<file path="config.mk">
export PLATFORM = sky130hd
export DESIGN_NAME = cps_seq
export DESIGN_NICKNAME = d
export VERILOG_FILES = /design/src/common/cps_pkg.sv /design/src/design/cps_fifo.sv /design/src/design/cps_seq.sv
export SDC_FILE = /design/constraint.sdc
export NUM_CORES = 1
export LEC_CHECK = 0
export ABC_AREA = 1
export BUFFER_PORTS_ARGS = -buffer_cell sky130_fd_sc_hd__buf_2
export CAP_MARGIN = 30
export CELL_PAD_IN_SITES_DETAIL_PLACEMENT = 2
export CELL_PAD_IN_SITES_GLOBAL_PLACEMENT = 2
export CORE_UTILIZATION = 34
export DETAILED_ROUTE_END_ITERATION = 6
export PLACE_DENSITY_LB_ADDON = 0.12
export SYNTH_ARGS = -nofsm -noshare
export SYNTH_HDL_FRONTEND = slang
export SYNTH_SLANG_ARGS = --single-unit
export TNS_END_PERCENT = 1
</file>
<file path="constraint.sdc">
create_clock -name CLK_SYS -period 2.5 [get_ports CLK_SYS]
set_input_delay 0.5 -clock CLK_SYS [delete_from_list [all_inputs] [get_ports CLK_SYS]]
set_output_delay 0.5 -clock CLK_SYS [all_outputs]
set_load 0.05 [all_outputs]
</file>
<file path="src/common/cps_pkg.sv">
// package with constants and carrier types for the configuration sequence control block
package cps_pkg;

  // storage geometry (plain defaults)
  localparam int ADDR_W       = 16;
  localparam int DATA_W       = 8;
  localparam int REV_W        = 2;
  localparam int NUM_REV      = 4;
  localparam int FIFO_DEPTH   = 16;

  // power-on reset hold on the output-enable/reset line
  localparam int POR_TIME_NS  = 1000;
  localparam int CLK_PERIOD_NS = 25;
  localparam int POR_CYCLES   = (POR_TIME_NS + CLK_PERIOD_NS - 1) / CLK_PERIOD_NS;

  // reconfiguration pulse width on config_pulse_n
  localparam int CFG_PULSE_NS = 500;
  localparam int CFG_PULSE_CYCLES = (CFG_PULSE_NS + CLK_PERIOD_NS - 1) / CLK_PERIOD_NS;

  // internal oscillator divider: one enable every OSC_DIV cycles
  localparam int OSC_DIV      = 2;

  // reset values
  localparam logic [ADDR_W-1:0] ADDR_RST = 16'h0000;
  localparam logic [REV_W-1:0]  REV_RST  = 2'h0;

  // control bits held in the programmable array (non-volatile, set at programming time)
  typedef struct packed {
    logic             use_ext_clk;   // 1: external clock pin, 0: oscillator
    logic             parallel_mode; // busy honoured only in parallel mode
    logic             decompress;    // busy disabled when set
    logic [REV_W-1:0] rev_bits;      // internal revision select
  } cps_ctrl_t;

  // per revision block layout
  typedef struct packed {
    logic              present;
    logic [ADDR_W-1:0] start_addr;
    logic [ADDR_W-1:0] term_count;
  } cps_rev_t;

  // word leaving toward the target
  typedef struct packed {
    logic [ADDR_W-1:0] addr;
    logic [DATA_W-1:0] data;
  } cps_word_t;

  localparam int WORD_W = ADDR_W + DATA_W;

endpackage : cps_pkg

</file>
<file path="src/design/cps_fifo.sv">
// parameterised flip-flop fifo with valid/ready on both sides
`timescale 1ns/1ps
module cps_fifo #(
  parameter int WIDTH = 8,
  parameter int DEPTH = 16
) (
  // clock and reset
  input  wire logic             clk,
  input  wire logic             rst_n,
  input  wire logic             flush,
  // fill side
  input  wire logic             in_valid,
  output logic                  in_ready,
  input  wire logic [WIDTH-1:0] in_data,
  // drain side
  output logic                  out_valid,
  input  wire logic             out_ready,
  output logic [WIDTH-1:0]      out_data
);
  localparam int PW = $clog2(DEPTH);

  logic [WIDTH-1:0] mem [DEPTH];
  logic [PW-1:0]    wr_ptr;
  logic [PW-1:0]    rd_ptr;
  logic [PW:0]      count;
  logic [PW-1:0]    next_wr_ptr;
  logic [PW-1:0]    next_rd_ptr;
  logic [PW:0]      next_count;
  logic             do_wr;
  logic             do_rd;

  // honest flags straight from the occupancy count
  assign in_ready  = (count != DEPTH[PW:0]);
  assign out_valid = (count != '0);
  assign out_data  = mem[rd_ptr];

  // pointer and count next state
  always_comb begin
    do_wr       = in_valid && in_ready;
    do_rd       = out_valid && out_ready;
    next_wr_ptr = do_wr ? wr_ptr + 1'b1 : wr_ptr;
    next_rd_ptr = do_rd ? rd_ptr + 1'b1 : rd_ptr;
    next_count  = count;
    if (do_wr && !do_rd) begin
      next_count = count + 1'b1;
    end else if (do_rd && !do_wr) begin
      next_count = count - 1'b1;
    end
    if (flush) begin
      next_wr_ptr = '0;
      next_rd_ptr = '0;
      next_count  = '0;
    end
  end

  // register pointers
  always_ff @(posedge clk or negedge rst_n) begin
    if (!rst_n) begin
      wr_ptr <= '0;
      rd_ptr <= '0;
      count  <= '0;
    end else begin
      wr_ptr <= next_wr_ptr;
      rd_ptr <= next_rd_ptr;
      count  <= next_count;
    end
  end

  // storage has no reset; contents are only read while valid
  always_ff @(posedge clk) begin
    if (do_wr && !flush) begin
      mem[wr_ptr] <= in_data;
    end
  end

endmodule : cps_fifo

</file>
<file path="src/design/cps_seq.sv">
// configuration sequence control: clock choice, address counter, pin control, cascade
`timescale 1ns/1ps
// Functional notes
// a programmed control bit picks the oscillator or the external clock pin as the source.
// the counter steps on an external clock rise only if selected, chip select low, oe high, cfg high, busy low in parallel mode;
// the code ignores busy in parallel mode when decompress is set.
// while oe/reset is low the counter is held in reset and data and clock out float.
// oe/reset is an open-drain two-way line driven low until power-on reset is done, fixed polarity.
// chip select high means standby, counter reset, data and clock out floating.
// a reconfigure instruction pulses config_pulse_n low through an open-drain driver.
// a rising edge on config_pulse_n samples the revision and loads that revision's start address.
// in parallel mode busy high freezes the counter and data; next data follows the first clock after busy falls;
// the code ignores busy in parallel mode when decompress is set.
// cascade_select_out_n goes low when selected and enabled and past terminal count or no block matches, high otherwise.
// pin_revision_override low takes the revision from the pins, high from the programmed bits.
// the sampled revision stays fixed until the next rising edge of config_pulse_n.
module cps_seq
  import cps_pkg::*;
(
  // clock and reset
  input  wire logic                     CLK_SYS,
  input  wire logic                     RST_N,
  // programmed control and storage view
  input  wire cps_pkg::cps_ctrl_t       CTRL,
  input  wire cps_pkg::cps_rev_t [3:0]  REV_MAP,
  output logic [cps_pkg::ADDR_W-1:0]    MEM_ADDR,
  input  wire logic [cps_pkg::DATA_W-1:0] MEM_DATA,
  // target side pins
  input  wire logic                     CLK_EXT,
  input  wire logic                     CHIP_SELECT_LOW,
  input  wire logic                     BUSY,
  input  wire logic                     PIN_REVISION_OVERRIDE,
  input  wire logic [cps_pkg::REV_W-1:0] REVISION_PINS,
  // open-drain output enable / reset
  input  wire logic                     OE_RESET_N_IN,
  output logic                          OE_RESET_N_OUT,
  output logic                          OE_RESET_N_OE,
  // open-drain configuration pulse
  input  wire logic                     CONFIG_PULSE_N_IN,
  output logic                          CONFIG_PULSE_N_OUT,
  output logic                          CONFIG_PULSE_N_OE,
  input  wire logic                     RECONFIG_CMD,
  // data and clock toward the target
  output logic [cps_pkg::DATA_W-1:0]    DATA_OUT,
  output logic                          DATA_OE,
  output logic                          CLOCK_TO_TARGET,
  output logic                          CLOCK_TO_TARGET_OE,
  // cascade and status
  output logic                          CASCADE_SELECT_OUT_N,
  output logic                          STANDBY
);
  import cps_pkg::*;

  localparam int PORW = $clog2(POR_CYCLES + 1);
  localparam int CPW  = $clog2(CFG_PULSE_CYCLES + 1);
  localparam int ODW  = $clog2(OSC_DIV + 1);

  // power-on hold and reconfiguration pulse state
  logic [PORW-1:0] por_cnt;
  logic [PORW-1:0] next_por_cnt;
  logic [CPW-1:0]  cfg_cnt;
  logic [CPW-1:0]  next_cfg_cnt;
  logic            next_oe_drive;
  logic            next_cfg_drive;

  // clock source state
  logic [ODW-1:0]  osc_cnt;
  logic [ODW-1:0]  next_osc_cnt;
  logic            ext_q;
  logic            cfg_q;
  logic            step_tick;
  logic            cfg_rise;

  // sequencing state
  logic [ADDR_W-1:0] addr;
  logic [ADDR_W-1:0] next_addr;
  logic [REV_W-1:0]  rev;
  logic [REV_W-1:0]  next_rev;
  logic              past_tc;
  logic              next_past_tc;
  logic              busy_hold;
  logic              next_busy_hold;
  logic              enabled;
  logic              gate_busy;
  logic              can_step;

  // output staging
  logic              next_cascade_n;
  logic [DATA_W-1:0] next_data;
  logic              next_clk_to;

  // fifo link
  cps_word_t         fifo_in;
  cps_word_t         fifo_out;
  logic              fifo_in_ready;
  logic              fifo_out_valid;
  logic              fifo_pop;
  logic              fifo_push;

  // revision choice: pins or programmed bits
  function automatic logic [REV_W-1:0] pick_rev(input logic ovr, input logic [REV_W-1:0] pins,
                                                input logic [REV_W-1:0] bits);
    pick_rev = ovr ? bits : pins;
  endfunction : pick_rev

  // terminal test against a revision block
  function automatic logic is_past(input cps_rev_t blk, input logic [ADDR_W-1:0] a);
    is_past = !blk.present || (a > blk.term_count);
  endfunction : is_past

  // power-on hold and reconfigure pulse counters
  always_comb begin
    next_por_cnt   = (por_cnt != POR_CYCLES[PORW-1:0]) ? por_cnt + 1'b1 : por_cnt;
    next_oe_drive  = (next_por_cnt != POR_CYCLES[PORW-1:0]);
    next_cfg_cnt   = cfg_cnt;
    if (RECONFIG_CMD && cfg_cnt == '0) begin
      next_cfg_cnt = CFG_PULSE_CYCLES[CPW-1:0];
    end else if (cfg_cnt != '0) begin
      next_cfg_cnt = cfg_cnt - 1'b1;
    end
    next_cfg_drive = (next_cfg_cnt != '0);
  end

  always_ff @(posedge CLK_SYS or negedge RST_N) begin
    if (!RST_N) begin
      por_cnt           <= '0;
      cfg_cnt           <= '0;
      OE_RESET_N_OE     <= 1'b1;
      CONFIG_PULSE_N_OE <= 1'b0;
    end else begin
      por_cnt           <= next_por_cnt;
      cfg_cnt           <= next_cfg_cnt;
      OE_RESET_N_OE     <= next_oe_drive;
      CONFIG_PULSE_N_OE <= next_cfg_drive;
    end
  end

  // open-drain lines only ever pull low; polarity fixed
  always_ff @(posedge CLK_SYS or negedge RST_N) begin
    if (!RST_N) begin
      OE_RESET_N_OUT     <= 1'b0;
      CONFIG_PULSE_N_OUT <= 1'b0;
    end else begin
      OE_RESET_N_OUT     <= 1'b0;
      CONFIG_PULSE_N_OUT <= 1'b0;
    end
  end

  // clock source: oscillator is a divided enable, external clock is edge-sampled
  always_comb begin
    next_osc_cnt = (osc_cnt == ODW'(OSC_DIV - 1)) ? '0 : osc_cnt + 1'b1;
    if (CTRL.use_ext_clk) begin
      step_tick = CLK_EXT && !ext_q;
    end else begin
      step_tick = (osc_cnt == '0);
    end
    cfg_rise = CONFIG_PULSE_N_IN && !cfg_q;
  end

  always_ff @(posedge CLK_SYS or negedge RST_N) begin
    if (!RST_N) begin
      osc_cnt <= '0;
      ext_q   <= 1'b0;
      cfg_q   <= 1'b1;
    end else begin
      osc_cnt <= next_osc_cnt;
      ext_q   <= CLK_EXT;
      cfg_q   <= CONFIG_PULSE_N_IN;
    end
  end

  // address counter, revision latch, busy hold and cascade
  always_comb begin
    enabled        = !CHIP_SELECT_LOW && OE_RESET_N_IN;
    gate_busy      = CTRL.parallel_mode && !CTRL.decompress;
    can_step       = enabled && CONFIG_PULSE_N_IN && !(gate_busy && BUSY)
                     && fifo_in_ready;
    next_addr      = addr;
    next_rev       = rev;
    next_past_tc   = past_tc;
    next_busy_hold = gate_busy && BUSY;
    if (!enabled) begin
      next_addr    = ADDR_RST;
      next_past_tc = 1'b0;
    end else if (cfg_rise) begin
      next_rev     = pick_rev(PIN_REVISION_OVERRIDE, REVISION_PINS, CTRL.rev_bits);
      next_addr    = REV_MAP[next_rev].start_addr;
      next_past_tc = !REV_MAP[next_rev].present;
    end else if (step_tick && can_step && !past_tc) begin
      next_addr    = addr + 1'b1;
      next_past_tc = is_past(REV_MAP[rev], addr + 1'b1);
    end
    next_cascade_n = !(enabled && (past_tc || !REV_MAP[rev].present));
  end

  always_ff @(posedge CLK_SYS or negedge RST_N) begin
    if (!RST_N) begin
      addr                 <= ADDR_RST;
      rev                  <= REV_RST;
      past_tc              <= 1'b0;
      busy_hold            <= 1'b0;
      CASCADE_SELECT_OUT_N <= 1'b1;
    end else begin
      addr                 <= next_addr;
      rev                  <= next_rev;
      past_tc              <= next_past_tc;
      busy_hold            <= next_busy_hold;
      CASCADE_SELECT_OUT_N <= next_cascade_n;
    end
  end

  // each stepped word enters the fifo; back-pressure stalls the counter above
  always_comb begin
    fifo_push     = enabled && step_tick && can_step && !past_tc && !cfg_rise;
    fifo_in.addr  = addr;
    fifo_in.data  = MEM_DATA;
    fifo_pop      = fifo_out_valid && enabled && !busy_hold && step_tick;
  end

  cps_fifo #(
    .WIDTH (WORD_W),
    .DEPTH (FIFO_DEPTH)
  ) u_fifo (
    .clk       (CLK_SYS),
    .rst_n     (RST_N),
    .flush     (!enabled || cfg_rise),
    .in_valid  (fifo_push),
    .in_ready  (fifo_in_ready),
    .in_data   (fifo_in),
    .out_valid (fifo_out_valid),
    .out_ready (fifo_pop),
    .out_data  (fifo_out)
  );

  // data and clock staging toward the target; data holds while busy
  always_comb begin
    next_data   = fifo_pop ? fifo_out.data : DATA_OUT;
    // pulse only when a word is handed out, so each clock edge carries fresh data
    next_clk_to = fifo_pop;
  end

  always_ff @(posedge CLK_SYS or negedge RST_N) begin
    if (!RST_N) begin
      MEM_ADDR           <= ADDR_RST;
      DATA_OUT           <= '0;
      DATA_OE            <= 1'b0;
      CLOCK_TO_TARGET    <= 1'b0;
      CLOCK_TO_TARGET_OE <= 1'b0;
      STANDBY            <= 1'b1;
    end else begin
      MEM_ADDR           <= next_addr;
      DATA_OUT           <= next_data;
      DATA_OE            <= enabled;
      CLOCK_TO_TARGET    <= next_clk_to;
      CLOCK_TO_TARGET_OE <= enabled;
      STANDBY            <= CHIP_SELECT_LOW;
    end
  end

endmodule : cps_seq

</file>
======== Yosys cells after proc, flatten, opt, wreduce, memory -nomap -nowiden ========
Memory sizes are Yosys's and may differ from the RTL's. A register that Yosys moved wholly into a read port is not among the register bits.
Cells that the tools add are included.
cells by class
  add/sub/neg operators ................... 8
  multipliers ............................. 0
  divide/modulo/power cells ............... 0
  $lt $le $gt $ge ......................... 3
  equal/unequal tests ..................... 5
  shifts and indexed selects .............. 0
  multiplexer cells ....................... 25
  bitwise logic cells ..................... 0
  reductions and logical operators ........ 52
operators by type and width
  operator                 number
  $bmux W33 S2             2
  $mux W33                 2
  $mux W16                 3
  $mux W5                  5
  $logic_and A1 B1 Y1      24
  $add A16 B1 Y16 const B  1
  $gt A16 B16 Y1           1
  $logic_not A1 Y1         16
  $mux W4                  4
  $reduce_bool A5 Y1       3
  $ne A6 B6 Y1 const B     2
  $sub A5 B1 Y5 const B    2
  $add A4 B1 Y4 const B    2
  $add A6 B1 Y6 const B    1
  $lt A2 B3 Y1 const B     2
  $mux W1                  6
  $mux W6                  1
  $add A5 B1 Y5 const B    1
  $logic_not A5 Y1         1
  $ne A5 B5 Y1 const B     1
  $mux W2                  2
  $reduce_bool A2 Y1       2
  $logic_or A1 B1 Y1       3
  $ne A3 B2 Y1 const B     1
  5 further kinds          5
word-level totals
  register bits after elaboration ......... 54
  latch bits .............................. 0
  bits in writable memories ............... 384
  bits in read-only memories .............. 0
  bits of input ports ..................... 156
  output and inout bits ................... 33
  logic and storage cells ................. 112
  memories ................................ 1
memory list
  name        words  bits a word  rd ports  clocked after Yosys merged registers in  wr ports  RTL line        source
  u_fifo.mem  16     24           1         1                                        1         cps_fifo.sv:22  logic [WIDTH-1:0] mem [DEPTH];

======== Longest topological paths before layout ========
  depth in word-level cells ............... 15
  depth in mapped cells ................... 19
  mapped depth without buffers ............ 18

======== By module ========
Synthesis repeated with hierarchy kept, for this count alone.
unflattened totals
  cells, all modules ...................... 1812
  area total of the unflattened synthesis .. 19894.1 um^2
modules (own cells, without submodules)
  module    instances  cells an instance  area an instance (um^2)  seq. area each (um^2)
  cps_fifo  1          1248               15974.1                  11856.4
  cps_seq   1          564                3920.0                   1231.2

======== Worst setup path after synthesis ========
OpenSTA, ideal clock, no wires.
  path kind ............................... reg2reg
  start point ............................. reg MEM_ADDR[5] (netlist name)
  end point ............................... reg past_tc
  library setup time ...................... 120 ps
  arrival time ............................ 2360 ps
  data required time ...................... 2380 ps
  path slack .............................. 20 ps
  stages on the path, launching flop included .. 16
  buffers on the path ..................... 0
  clock period less this slack ............ 2480 ps
  path through ............................ dfrtp_1 inv_1 nor3_2 nand2_1 nor2_2 nand2_1 xnor2_2 ha_1 a21oi_1 o21ai_0 nor2_1 nand2_1 nand2_1 nand2_1 nand2_1 a21oi_1
RTL lines
  item                    RTL line        source
  end signal: assignment  cps_seq.sv:206  past_tc <= next_past_tc;
  end: declaration        cps_seq.sv:79   logic past_tc;

==> metrics.md <==
| Metric | Value |
|---|---|
| Deepest level of the CTS H-tree | 4 |
| Via-to-Cell Ratio | 5.13 |
| Cell at the slowest stage of the critical path | sky130_fd_sc_hd__dfrtp_1 |
| Worst IR drop on VDD | 0.000398 V |
| Largest area contributor in the synthesized netlist | sky130_fd_sc_hd__edfxtp_1 |
| Worst Tran Pin Value | 0.609 ns |
| Number of failing setup endpoints in the final timing report | 0 |
| Final min period | 2.40 ns |
| Placer's final routability congestion estimate | 0.804 |
| Dominant cell by count in the synthesized netlist | sky130_fd_sc_hd__nand2_1 |
| Leakage | 5.26 nW |
| DRC violations left | 0 |
| Most frequent cells after synthesis | sky130_fd_sc_hd__nand2_1 (204), sky130_fd_sc_hd__nor2_1 (167), sky130_fd_sc_hd__edfxtp_1 (128), sky130_fd_sc_hd__o21ai_0 (106), sky130_fd_sc_hd__nand3_1 (71) |
| Fraction of final layout cells sized beyond drive strength 1 | 25.4% |
| Library cell appearing most often on the critical path | sky130_fd_sc_hd__nand2_1 |
| Global-route wire length before repair | 51.7 mm |
| Clk slew on worst S/H paths | 0.08 ns |
| Synth cell types | 44 |
| Maximum number of pins on one net before global-route repair | 67 |
| Area Overhead vs Synth | 24.3% |
| Half-perimeter wire length after placement | 24.4 mm |
| Antenna diode count | 0 |
| Max clock buf depth | 2 |
| Combined area of the multi-input logic cells | 3910 sq um |
| Area share of the largest cell type after synthesis | 39.3% |
| Post-synthesis register bit count | 190 |
| Chip width | 172 microns |
| # IOs | 189 |
| Routed via count | 8,537 |
| Post-route fraction of the period consumed by the critical path | 96.0% |
| Arrival time at the worst endpoint | 2.72 ns |
| Initial cell density of the core | 34.8% |
| Startpoint type of the worst setup path | flip-flop |
| GRT Residual Overflow | 0 |
| Post-cts hold buffer count | 0 |
| Filler cells | 3,150 |
| Nets | 1,458 |
| Fraction of registers with async set or reset after synthesis | 32.6% |
| Number of hold violations in the final report | 0 |
| Overall die area | 29,500 sq um |
| Post-route cell area | 12,200 sq um |
| Setup repair after global routing missed its margin | true |
| Routed wire length | 33.8 mm |
| Count of input and output buffers | 186 |
| Crit Path Max Fanout | 4 |
| Number of buffers created by CTS | 17 |
| Number of clock sinks | 190 |
| Global routing usage summed across all routing layers | 23.3% |
| Cell area after synthesis | 9790 sq um |
| Kind of critical path | flip-flop to flip-flop |
| Delay of the slowest cell on the worst path | 0.36 ns |
| Clock insertion delay at the later pin of the skew report | 0.45 ns |
| WL per Instance | 20.3 microns |
| Cell Area, Placed | 11,400 sq um |
| Post-synthesis cell count | 1,054 |
| Die Height | 172 microns |
| Via count of the first global-routing pass | 9,409 |
| Number of detailed-routing iterations run before antenna repair | 4 |
| MaxCap Viol Count | 0 |
| Class of the tightest hold or removal check | input port to async pin |
| Clock root cell | sky130_fd_sc_hd__clkbuf_16 |
| Data required time of the worst path | 2.82 ns |
| Primary flip-flop cell chosen by synthesis mapping | sky130_fd_sc_hd__edfxtp_1 |
| CP endpoint kind | flip-flop |
| Number of nets with antenna violations after routing | 0 |
| Result of the run | complete, no violations |
| FP Rows | 61 |
| Post-synthesis sequential area ratio | 55.2% |
| Ordered cell list for the critical path | buf_4 > nand2_1 > nor3_4 > nand2_1 > nor2_1 > xor2_1 > ha_1 > nand4_1 > a21oi_1 > nor2_1 > nand2_1 > nand2_1 > nand2_1 > nand2_1 > a21oi_2 |
| PwrDens | 635 nW/um^2 |
| Number of max-slew violations in the final report | 0 |
| Area of the core | 28,100 sq um |
| Mean post-synth cell area | 9.29 sq um |
| Fmax achieved | 0.417 GHz |
| Post-route clock skew | 0.0205 ns |
| Main area contributors after synthesis | sky130_fd_sc_hd__edfxtp_1 (39%), sky130_fd_sc_hd__dfrtp_1 (15%), sky130_fd_sc_hd__nand2_1 (7.8%) |
| Number of flops mapped to enable cells by yosys | 128 |
| Initial antenna violation count | 1 |
| Storage cell area | 5410 sq um |
| Warnings, synthesis | 0 |
| Relative slew margins | 59.4% |
| Number of DRC markers in iteration 0 | 341 |
| Clock tree from TritonCTS | built |
| Post-route total power | 7.72 mW |
placed cells by master, fill, tap and decap left out, types with 35 or more instances in the layout:
master and n:
sky130_fd_sc_hd__nand3_1 71, sky130_fd_sc_hd__edfxtp_1 128, sky130_fd_sc_hd__nor2_1 165, sky130_fd_sc_hd__inv_1 61
sky130_fd_sc_hd__dfrtp_1 54, sky130_fd_sc_hd__buf_4 58, sky130_fd_sc_hd__a21oi_1 35, sky130_fd_sc_hd__o21ai_0 105
sky130_fd_sc_hd__o211ai_1 36, sky130_fd_sc_hd__buf_2 185, sky130_fd_sc_hd__nand2_1 202
through the flow:
step / instances / TNS, ns / hold slack, ns / worst slack [ns] / util [%]
floorplan: 1055 / 0 / 0.204 / 0.0203 / -
global placement: 1620 / 0 / 0.422 / 0.107 / 40.5
detailed placement: 1620 / -0.0844 / 0.429 / -0.0624 / 40.5
CTS: 1653 / 0 / 0.0734 / 0.0123 / 42.7
global route: 1663 / -0.0551 / 0.0803 / -0.0551 / 43.3
finish: 1663 / 0 / 0.0545 / 0.0999 / 43.3
critical path, delay by kind of cell (launching register included):
kind	cells	cell delay, ns
DFF	1	0.36
xor gates and xnor gates	1	0.24
and+or+nand+nor	10	1.13
AOI/OAI and AO/OA	2	0.11
adders and majority gates	1	0.30
buffers and inverters	1	0.13
sequential cells by signal, indices dropped and copies added (netlist names), 2 cells and up:
| register | flops |
|---|---|
| u_fifo.mem | 128 |
| MEM_ADDR | 16 |
| DATA_OUT | 8 |
| por_cnt | 6 |
| osc_cnt | 2 |
| cfg_cnt | 5 |
| u_fifo.wr_ptr | 4 |
| u_fifo.count | 5 |
| u_fifo.rd_ptr | 4 |
| rev | 2 |
where the power goes:
group          internal (mW)  switching, mW
Sequential              3.46         0.0794
Combinational          0.546          0.901
Clock                   1.35           1.39
Total                   5.36           2.37
final timing paths:
check | to | start | slack [ns] | depth (start not counted)
min in group CLK_SYS | cfg_q | CONFIG_PULSE_N_IN | 0.18 | 1
max | past_tc | MEM_ADDR[3] | 0.1 | 15
min | rev[0] | RST_N | 0.05 | 1
max in group asynchronous | STANDBY | RST_N | 1.78 | 2
max reg2reg | past_tc | MEM_ADDR[3] | 0.1 | 15
min reg2reg | osc_cnt[0] | osc_cnt[0] | 0.44 | 1
per-layer routing:
| metal | GRT usage (%) | part of all wire, % | vias to the layer above |
|---|---|---|---|
| met2 | 43.8 | 54 | 179 |
| met4 | 6.60 | 1.9 | 2 |
| met3 | 4.65 | 4.4 | 41 |
| li1 | - | - | 4050 |
| met5 | 0 | 0.039 | - |
| met1 | 26.5 | 40 | 4265 |
layout make-up:
cell class,count,area share [%]
clock buffers,18,3.53
clock inverters,14,1.38
inverters,73,2.25
multi-input cells,740,32.2
flip-flops and latches,190,44.4
well taps,378,3.89
repair buffers,250,12.3
timing repair:
item / CTS / global route
endpoints found under the setup margin: 1 / 2
gates resized for setup: 0 / 22
buffers inserted: 1 / 10
pin swaps: 0 / 8
cloned: 0 / 0
kinds of logic after synthesis:
kind of cell	synth area share (%)
buffers and inverters	5.86
other	0.0383
AO/OA/AOI/OAI	13.3
flip-flops	55.2
AND/OR/NAND/NOR	19.9
adder cells (fa/ha/maj)	3.91
XOR/XNOR	1.78
(Power assumes the default switching activity.)
